<file path="config.mk">
export PLATFORM = sky130hd
export DESIGN_NAME = codec_serial_port
export DESIGN_NICKNAME = d
export VERILOG_FILES = /design/src/codec_serial_pkg.sv /design/src/shadow_if.sv /design/src/codec_serial_port.sv /design/src/shadow_mem.sv
export SDC_FILE = /design/constraint.sdc
export NUM_CORES = 1
export LEC_CHECK = 0
export ABC_AREA = 1
export CORE_UTILIZATION = 50
export CTS_CLUSTER_DIAMETER = 60
export DETAILED_ROUTE_END_ITERATION = 6
export DONT_BUFFER_PORTS = 1
export PLACE_DENSITY = 0.64
export SLEW_MARGIN = 20
export SYNTH_ARGS = -nofsm -noshare
export SYNTH_HDL_FRONTEND = slang
export SYNTH_SLANG_ARGS = --single-unit
</file>
<file path="constraint.sdc">
create_clock -name clk -period 5.6 [get_ports clk]
set_input_delay 0.84 -clock clk [delete_from_list [all_inputs] [get_ports clk]]
set_output_delay 0.84 -clock clk [all_outputs]
set_load 0.05 [all_outputs]
</file>
<file path="src/codec_serial_pkg.sv">
package codec_serial_pkg;

    localparam int DATA_W = 16;
    localparam int PTR_W = 2;
    localparam int ADDR_W = 3;
    localparam int DIV_W = 12;
    localparam int CNT_W = 4;
    localparam int NSLOT = 16;
    localparam int NWORDS = 8;
    localparam int FIFO_DEPTH = 2;

    // Buffer address spaces: receive low half, transmit high half
    localparam logic RX_SPACE = 1'b0;
    localparam logic TX_SPACE = 1'b1;

    // Protocol fixes 16 slots of 16 bit clocks in the AC-Link frame
    localparam logic [CNT_W-1:0] AC_WORD_LAST = 4'hf;
    localparam logic [CNT_W-1:0] AC_FRAME_LAST = 4'hf;
    localparam logic [CNT_W-1:0] FULL_WORD_LAST = 4'hf;

    localparam logic [PTR_W-1:0] PTR_RST = 2'h0;
    localparam logic [CNT_W-1:0] CNT_RST = 4'h0;
    localparam logic [DATA_W-1:0] WORD_RST = 16'h0000;
    localparam logic [DIV_W-1:0] DIV_OFF = 12'h000;
    localparam logic [DIV_W-1:0] DIV_RST = 12'h000;
    localparam logic [1:0] FILL_RST = 2'h0;
    localparam logic [1:0] FILL_FULL = 2'h2;

    typedef enum logic [1:0] {
        MODE_MULTI,
        MODE_I2S,
        MODE_AC16,
        MODE_AC20
    } frame_mode_t;

endpackage

</file>
<file path="src/shadow_if.sv">
`timescale 1ns/10ps
`default_nettype none

interface shadow_if;
    import codec_serial_pkg::*;
    logic we;
    logic [ADDR_W-1:0] waddr;
    logic [DATA_W-1:0] wdata;
    logic [ADDR_W-1:0] raddr;
    logic [DATA_W-1:0] rdata;

    modport owner (output we, output waddr, output wdata, output raddr, input rdata);
    modport store (input we, input waddr, input wdata, input raddr, output rdata);
endinterface

`default_nettype wire

</file>
<file path="src/codec_serial_port.sv">
`timescale 1ns/10ps
`default_nettype none

module codec_serial_port
    import codec_serial_pkg::*;
(
    input wire logic clk,
    input wire logic rst_n,
    input wire logic module_enable_bit,
    input wire logic bit_clock_direction,
    input wire logic frame_sync_direction,
    input wire logic idle_output_mode,
    input wire logic sample_edge_select,
    input wire frame_mode_t frame_mode,
    input wire logic [CNT_W-1:0] word_size_field,
    input wire logic [CNT_W-1:0] frame_length_field,
    input wire logic [DIV_W-1:0] bit_clock_divider,
    input wire logic [NSLOT-1:0] slot_enable,
    input wire logic tx_wr_valid,
    input wire logic [PTR_W-1:0] tx_wr_index,
    input wire logic [DATA_W-1:0] tx_wr_data,
    output logic tx_wr_ready,
    output logic [DATA_W-1:0] rx_data,
    output logic rx_valid,
    input wire logic rx_ready,
    output logic rx_overflow,
    input wire logic serial_bit_clock_pin_i,
    output logic serial_bit_clock_pin_o,
    output logic serial_bit_clock_pin_oe,
    input wire logic frame_sync_pin_i,
    output logic frame_sync_pin_o,
    output logic frame_sync_pin_oe,
    output logic serial_out_pin_o,
    output logic serial_out_pin_oe,
    input wire logic serial_in_pin
);

    typedef struct packed {
        logic [DIV_W-1:0] div;
        logic sck_int;
        logic [2:0] sck_sy;
        logic [2:0] fs_sy;
        logic bck;
        logic fs_lvl;
        logic fs_prev;
        logic [CNT_W-1:0] bitc;
        logic [CNT_W-1:0] fc;
        logic run;
        logic [PTR_W-1:0] ptr;
        logic [PTR_W-1:0] last_ptr;
        logic last_en;
        logic started;
        logic [DATA_W-1:0] sh;
        logic in_bit;
        logic tx_active;
        logic sck_o;
        logic sck_oe;
        logic fs_o;
        logic fs_oe;
        logic sdo_o;
        logic sdo_oe;
        logic pend;
        logic [PTR_W-1:0] pend_idx;
        logic [DATA_W-1:0] pend_data;
        logic [FIFO_DEPTH-1:0][DATA_W-1:0] fq;
        logic [1:0] fill;
        logic rx_valid;
        logic ovf;
    } state_t;

    state_t s_r;
    state_t s_nxt;
    logic [1:0] rst_q;
    logic rst_s;
    logic en;
    logic ac;
    logic bck_lvl;
    logic rise;
    logic fall;
    logic sample_edge;
    logic drive_edge;
    logic word_start;
    logic slot_on;
    logic push;
    logic [DATA_W-1:0] push_word;
    logic [CNT_W-1:0] wl_last;
    logic [CNT_W-1:0] fl_last;

    shadow_if sh_if ();

    shadow_mem u_mem (
        .clk(clk),
        .rst_s(rst_s),
        .port(sh_if.store)
    );

    always_ff @(posedge clk or negedge rst_n) begin
        if (!rst_n) begin
            rst_q <= 2'h0;
        end else begin
            rst_q <= {rst_q[0], 1'b1};
        end
    end
    assign rst_s = rst_q[1];

    assign en = module_enable_bit;
    assign ac = (frame_mode == MODE_AC16) || (frame_mode == MODE_AC20);
    assign wl_last = ac ? AC_WORD_LAST : word_size_field;
    assign fl_last = ac ? AC_FRAME_LAST : frame_length_field;

    // Pin level only counts once the second and third stages agree
    assign bck_lvl = bit_clock_direction
        ? ((s_r.sck_sy[1] == s_r.sck_sy[2]) ? s_r.sck_sy[2] : s_r.bck)
        : s_r.sck_int;
    assign rise = bck_lvl && !s_r.bck;
    assign fall = !bck_lvl && s_r.bck;
    assign sample_edge = sample_edge_select ? rise : fall;
    assign drive_edge = sample_edge_select ? fall : rise;
    assign word_start = en && s_r.run && drive_edge && (s_r.bitc == CNT_RST);
    assign slot_on = slot_enable[s_r.fc];
    assign push = word_start && s_r.started && s_r.last_en;
    // Shift the word left so the unused low bits read as zero
    assign push_word = DATA_W'({s_r.sh[DATA_W-2:0], s_r.in_bit}
        << (FULL_WORD_LAST - wl_last));

    always_comb begin
        sh_if.we = push;
        sh_if.waddr = push ? {RX_SPACE, s_r.last_ptr} : {TX_SPACE, s_r.pend_idx};
        sh_if.wdata = push ? push_word : s_r.pend_data;
        sh_if.raddr = {TX_SPACE, s_r.ptr};
        if (!push && s_r.pend) begin
            sh_if.we = 1'b1;
        end
    end

    always_comb begin
        logic fs_edge;
        logic pop;
        fs_edge = 1'b0;
        pop = 1'b0;
        s_nxt = s_r;
        s_nxt.sck_sy = {s_r.sck_sy[1:0], serial_bit_clock_pin_i};
        s_nxt.fs_sy = {s_r.fs_sy[1:0], frame_sync_pin_i};
        s_nxt.bck = bck_lvl;
        if (s_r.fs_sy[1] == s_r.fs_sy[2]) begin
            s_nxt.fs_lvl = s_r.fs_sy[2];
        end

        // Generator may run without the module so the pin can clock a codec
        if (bit_clock_divider == DIV_OFF || bit_clock_direction) begin
            s_nxt.div = DIV_RST;
            s_nxt.sck_int = 1'b0;
        end else if (s_r.div >= bit_clock_divider) begin
            s_nxt.div = DIV_RST;
            s_nxt.sck_int = !s_r.sck_int;
        end else begin
            s_nxt.div = DIV_W'(s_r.div + 12'h001);
        end
        s_nxt.sck_o = s_r.sck_int;
        s_nxt.sck_oe = !bit_clock_direction
            && (en || bit_clock_divider != DIV_OFF);
        s_nxt.fs_oe = en && !frame_sync_direction;

        if (sample_edge) begin
            s_nxt.in_bit = serial_in_pin;
            s_nxt.fs_prev = s_r.fs_lvl;
            if (frame_sync_direction && !s_r.run) begin
                fs_edge = (frame_mode == MODE_I2S) ? (s_r.fs_lvl != s_r.fs_prev)
                    : s_r.fs_lvl;
                if (fs_edge) begin
                    s_nxt.run = 1'b1;
                    s_nxt.bitc = CNT_RST;
                    s_nxt.fc = CNT_RST;
                end
            end
        end
        if (!frame_sync_direction) begin
            s_nxt.run = 1'b1;
        end

        if (en && s_r.run && drive_edge) begin
            if (word_start) begin
                s_nxt.last_ptr = s_r.ptr;
                s_nxt.last_en = slot_on;
                s_nxt.started = 1'b1;
                s_nxt.tx_active = slot_on;
                if (slot_on) begin
                    s_nxt.sdo_o = sh_if.rdata[DATA_W-1];
                    s_nxt.sh = {sh_if.rdata[DATA_W-2:0], s_r.in_bit};
                    s_nxt.ptr = PTR_W'(s_r.ptr + 2'h1);
                end else begin
                    s_nxt.sdo_o = 1'b0;
                    s_nxt.sh = {s_r.sh[DATA_W-2:0], s_r.in_bit};
                end
            end else begin
                s_nxt.sdo_o = s_r.tx_active && s_r.sh[DATA_W-1];
                s_nxt.sh = {s_r.sh[DATA_W-2:0], s_r.in_bit};
            end
            unique case (frame_mode)
                MODE_MULTI: s_nxt.fs_o = (s_r.fc == CNT_RST) && (s_r.bitc == CNT_RST);
                MODE_I2S: s_nxt.fs_o = s_r.fc[0];
                MODE_AC16, MODE_AC20: s_nxt.fs_o = (s_r.fc == CNT_RST);
            endcase
            if (s_r.bitc >= wl_last) begin
                s_nxt.bitc = CNT_RST;
                if (s_r.fc >= fl_last) begin
                    s_nxt.fc = CNT_RST;
                    s_nxt.run = !frame_sync_direction;
                end else begin
                    s_nxt.fc = CNT_W'(s_r.fc + 4'h1);
                end
            end else begin
                s_nxt.bitc = CNT_W'(s_r.bitc + 4'h1);
            end
        end
        s_nxt.sdo_oe = en && (s_nxt.tx_active || !idle_output_mode);
        if (!s_nxt.tx_active) begin
            s_nxt.sdo_o = 1'b0;
        end

        if (!push && s_r.pend) begin
            s_nxt.pend = 1'b0;
        end
        if (tx_wr_valid && !s_r.pend) begin
            s_nxt.pend = 1'b1;
            s_nxt.pend_idx = tx_wr_index;
            s_nxt.pend_data = tx_wr_data;
        end

        pop = s_r.rx_valid && rx_ready;
        if (pop) begin
            s_nxt.fq[0] = s_r.fq[1];
            s_nxt.fill = 2'(s_r.fill - 2'h1);
        end
        if (push) begin
            if (s_nxt.fill == FILL_FULL) begin
                s_nxt.ovf = 1'b1;
            end else begin
                s_nxt.fq[s_nxt.fill[0]] = push_word;
                s_nxt.fill = 2'(s_nxt.fill + 2'h1);
            end
        end

        if (!en) begin
            s_nxt.bitc = CNT_RST;
            s_nxt.fc = CNT_RST;
            s_nxt.ptr = PTR_RST;
            s_nxt.last_ptr = PTR_RST;
            s_nxt.run = 1'b0;
            s_nxt.started = 1'b0;
            s_nxt.last_en = 1'b0;
            s_nxt.tx_active = 1'b0;
            s_nxt.sh = WORD_RST;
            s_nxt.fs_o = 1'b0;
            s_nxt.sdo_o = 1'b0;
            s_nxt.fill = FILL_RST;
            s_nxt.ovf = 1'b0;
        end
        s_nxt.rx_valid = s_nxt.fill != FILL_RST;
    end

    always_ff @(posedge clk or negedge rst_s) begin
        if (!rst_s) begin
            s_r <= '0;
        end else begin
            s_r <= s_nxt;
        end
    end

    assign tx_wr_ready = !s_r.pend;
    assign rx_data = s_r.fq[0];
    assign rx_valid = s_r.rx_valid;
    assign rx_overflow = s_r.ovf;
    assign serial_bit_clock_pin_o = s_r.sck_o;
    assign serial_bit_clock_pin_oe = s_r.sck_oe;
    assign frame_sync_pin_o = s_r.fs_o;
    assign frame_sync_pin_oe = s_r.fs_oe;
    assign serial_out_pin_o = s_r.sdo_o;
    assign serial_out_pin_oe = s_r.sdo_oe;
endmodule

`default_nettype wire

</file>
<file path="src/shadow_mem.sv">
`timescale 1ns/10ps
`default_nettype none

module shadow_mem
    import codec_serial_pkg::*;
(
    input wire logic clk,
    input wire logic rst_s,
    shadow_if.store port
);

    typedef struct packed {
        logic [NWORDS-1:0][DATA_W-1:0] mem;
        logic [DATA_W-1:0] rdata;
    } mem_state_t;

    mem_state_t m_r;
    mem_state_t m_nxt;

    always_comb begin
        m_nxt = m_r;
        if (port.we) begin
            m_nxt.mem[port.waddr] = port.wdata;
        end
        // Read data is registered; callers see it one cycle after the address
        m_nxt.rdata = m_r.mem[port.raddr];
    end

    always_ff @(posedge clk or negedge rst_s) begin
        if (!rst_s) begin
            m_r <= '0;
        end else begin
            m_r <= m_nxt;
        end
    end

    assign port.rdata = m_r.rdata;

endmodule

`default_nettype wire
</file>
# Word level (Yosys, flattened, before mapping)
# Cells that the tools add are included.
[totals]
word_cells = 177
inputBits = 68
out_inout_bits = 25
reg_bits = 262
[classes]
n_reduce_logical = 45
shift = 1
n_bitwise = 1
add_sub_neg = 7
muxes = 57
order_cmp = 9
eq_ne = 16
[ops]
columns = ["cell", "n"]
rows = [
  ["$bwmux 128", 1],
  ["$mux 16", 6],
  ["$mux 31", 2],
  ["$mux 18", 3],
  ["$demux 16 s3", 1],
  ["$bmux 16 s2", 1],
  ["$bwmux 32", 1],
  ["$mux 9", 3],
  ["$mux 1", 24],
  ["$mux 19", 1],
  ["$logic_and 1x1->1", 18],
  ["$demux 16 s1", 1],
  ["$mux 4", 4],
  ["$shl 16x4->16", 1],
  ["$mux 13", 1],
  ["$add 12x1->12 const B", 1],
  ["$ge 12x12->1", 1],
  ["$logic_not 12->1", 1],
  ["$mux 12", 1],
  ["$reduce_bool 12->1", 1],
  ["$ne 2x1->1 const B", 5],
  ["$logic_not 1->1", 9],
  ["$ne 3x1->1 const B", 3],
  ["$add 4x1->4 const B", 2],
  ["other kinds (28)", 44],
]

# Longest topological paths before layout
[logic_depth]
depth_word = 16
mapped_depth = 14
depth_no_buf = 13

# Hierarchy
# A second synthesis with hierarchy kept.
[unflattened]
hier_cells = 1839
area_unflattened_um2 = 13957.1
[modules_own_cells]
columns = ["mod", "instances", "seq_area_each_um2", "cells_each", "area_each_um2"]
rows = [
  ["codec_serial_port", 1, 2952.8, 940, 7161.9],
  ["shadow_mem", 1, 3603.5, 899, 6795.3],
]

# Worst setup path after synthesis
# Ideal clock, no wire load.
[synth_path]
path_kind = "input to register"
start = "in rx_ready"
end = "reg s_r, in the netlist rx_data[11]"
required_time_ns = 5.483
stages = 10
t_arrival_ns = 2.473
setup_slack_ns = 3.010
setup_time_ns = 0.117
path_buffers = 1
path_cell_list = "nand2_1 -> or2_2 -> xor2_1 -> inv_1 -> ha_1 -> nor2_1 -> nand2_4 -> buf_6 -> o21ai_1 -> inv_1"
[synth_lines]
columns = ["element", "line_no", "text"]
rows = [
  ["start, declared", "codec_serial_port.sv:25", "input wire logic rx_ready,"],
  ["end signal, assigned", "codec_serial_port.sv:266", "s_r <= s_nxt;"],
  ["end, declared", "codec_serial_port.sv:71", "state_t s_r;"],
]

==> results.yml <==
route:
  avgRoutedWirePerCell_um: 16.4
  routed_wl_um: 24600
  dr_wl_met2_um: 11100
  first_pass_iters: 6
  avgViaCountPerCell: 5.50
  top_layer: "met4"
  wl_met3_um: 1120
  routed-via-count: 8236
  antenna_left: 0
  wl_met1_um: 11600
  drc_errors: 0
  drtIter0Drc: 695
placed_design:
  place.gp.congestion: 0.899
  port_buffers: 0
  placed_cells: 1466
  dp_slack_ns: 2.09
  place.detailed.hpwl_um: 16800
sta:
  finalSetupViolCount: 0
  fmax_ghz: 0.285
  hold_ws_ns: 0.0928
  finalHoldViolations: 0
  finalSetupTns_ns: 0
  fin_ws_ns: 2.09
  period_minus_slack_ns: 3.51
  worst_pin_slew_ns: 1.02
  rsz0062_at_grt: "false"
  fin_crit_sh: 0.628
  maxSlewViolCount: 0
  max_slew_margin: 0.318
  fin_skew_ns: 0.0108
final_layout:
  instances_no_fill: 1498
  fin_nets: 1310
  antennaDiodeCount: 0
  area_delta_synth_final_pct: 5.08
  drive_gt1_frac: 0.0741
  fill_cells: 1958
  utilization: 0.536
power:
  cellLeakagePower_uw: 0.00560
  ir_drop_mv: 0.213
  p_per_area_nw_per_um2: 342
logic_synthesis:
  ys.flop_type: "dfrtp_1"
  synth_nets: 1361
  ys_top_cells_by_area: "dfrtp_1, nand2_1, nand3_1"
  synth_area_um2: 10400
  yosysTopAreaCellShare: 0.476
  yosys_warnings: 0
  synth_cell_types: 39
  synth_cells: 1266
  synth_seq_cells: 197
  seq_area_frac_synth: 0.476
  synth_edf_count: 0
  synth.most_common_cell: "nand2_1"
  async_reset_ff_frac: 1.00
  synth_common_cells: "nand2_1, nand3_1, dfrtp_1, inv_1, nor2_1"
  post_synth.cell_area_avg_um2: 8.18
  yosys.area.top_type: "dfrtp_1"
clock_tree:
  cts_resized: 0
  postCtsSetupRepairBufs: 0
  cts_max_level: 4
  cts.clk_slew.worst_paths_ns: 0.08
  cts_buffer_depth: 2
  numCtsBuffers: 17
  clk_latency_ns: 0.44
  postCtsHoldBufs: 0
  cts.sinks: 197
  cts_tree: "done"
  clk_root_buffer_cell: "clkbuf_16"
floorplan:
  rows: 52
  die_x_um: 146
  core_um2: 20300
  ios: 93
  die_area_um2: 21300
  initial_utilization: 0.510
  die_y_um: 146
critical_path:
  crit_slowest_cell: "dfrtp_1"
  crit_required_ns: 5.92
  critical_path.top_delay_family: "simple AND/OR/NAND/NOR gates"
  crit_path_end_kind: "flop"
  cp.arrival_ns: 3.84
  crit_chain: "nand2_1 > or2_2 > nand2_1 > inv_1 > ha_1 > nor2_1 > nand2_4 > o21ai_1 > inv_1"
  r2r_setup_slack_ns: 2.09
  worst_setup_path_start_kind: "flop"
  crit-reg2reg-capture: "rx_data[15]"
  reg2regPathDepth: 9
  worst-path-buf-inv: 2
  cp_slowest_stage_delay_ns: 0.67
  r2r_start: "rx_valid"
  timing_worst_setup_path_type: "flop to flop"
  cp_max_fo: 26
global_route:
  grt_pass1_wl_um: 40700
  grt_pass1_vias: 7803
  grt_max_degree: 73
  antenna_found_initial: 0
  grt-ovfl-total: 0
  track_usage: 0.241
min_path:
  min_path_type: "primary input to asynchronous set/reset pin"
run:
  cap_violations: 0
status:
  status: "finished clean"
[stage by stage]
| step | total power [uW] | instance area, um^2 |
|---|---|---|
| after global placement | 2470 | 10300 |
| after floorplan | 2330 | 10400 |
| after CTS | 3740 | 10900 |
| after global routing | 3910 | 10900 |
| after detailed placement | 2490 | 10300 |
| final | 3720 | 10900 |
[worst reg2reg max path: stages (launching register included)]
cell and delay (ns):
dfrtp_1 0.67, nand2_1 0.66, or2_2 0.54, nand2_1 0.37, inv_1 0.17, ha_1 0.27
nor2_1 0.27, nand2_4 0.22, o21ai_1 0.18, inv_1 0.06
[sequential cells by signal (all words and copies together) (netlist names), 2 cells and up]
signal            count
rx_data              16
rst_q                 2
s_nxt                 5
s_r                  86
u_mem.m_r            64
u_mem.port.rdata     16
[final cells by class]
type / count / area [um^2] / area share
inverter: 92 / 345 / 0.0317
clock buffer: 18 / 429 / 0.0394
multi-input combinational: 901 / 4620 / 0.425
tap: 270 / 338 / 0.0311
timing repair buffer: 6 / 45.0 / 0.00414
clock inverter: 14 / 166 / 0.0153
sequential: 197 / 4930 / 0.453
[layout by cell type, fill, tap and decap left out, types with 2 or more instances in the layout]
cell,count
nor2_4,3
o22ai_1,19
bufinv_16,2
nor2_2,3
or2_2,3
nand2_2,9
nand3_1,200
nand2_4,3
inv_8,4
clkinv_1,3
inv_1,84
nor2_1,83
a21oi_1,30
o21ai_1,13
inv_6,2
nand3_2,2
xnor2_1,4
ha_1,27
o211ai_1,19
a21oi_2,2
xor2_1,7
clkbuf_16,17
o21ai_0,52
dfrtp_1,196
nand4_1,16
nor3_1,8
inv_2,5
clkinvlp_4,4
mux2i_1,12
nand2_1,357
nor2_8,3
mux2_2,19
buf_4,6
[how the worst max path moves through the flow]
| stage | startpoint | end | cells past startpoint |
|---|---|---|---|
| finish | rx_valid | rx_data[15] | 9 |
| global route | rx_valid | rx_data[14] | 9 |
| CTS | rx_valid | rx_data[14] | 9 |
| detailed placement | rx_ready | rx_data[14] | 9 |
| global placement | rx_ready | rx_data[8] | 9 |
| floorplan | rst_q[1] | frame_sync_pin_o | 0 |
[logic make-up (layout without fill, tap and decap cells)]
group,count (synthesis),in the layout,share of synthesized area
DFF,197,197,0.476
muxes,31,31,0.0323
xor gates and xnor gates,11,11,0.00930
adders and majority gates,28,28,0.0336
AOI/OAI and AO/OA,138,138,0.0750
and+or+nand+nor,692,692,0.296
other,1,1,0.000362
buffers and inverters,168,130,0.0775
[where the power goes]
| part | total, uW | leakage [uW] | internal (uW) | switching, uW |
|---|---|---|---|---|
| registers | 1880 | 0.00255 | 1700 | 186 |
| clock network | 1260 | 0.000281 | 673 | 582 |
| logic | 583 | 0.00277 | 193 | 390 |
[routing by layer]
layer | vias to the layer above | track usage
met1 | 3944 | 0.340
met3 | 42 | 0.0379
met4 | 0 | 0.103
met2 | 203 | 0.368
met5 | - | 0
li1 | 4047 | -
No activity file was read; power rests on OpenSTA's default activity.
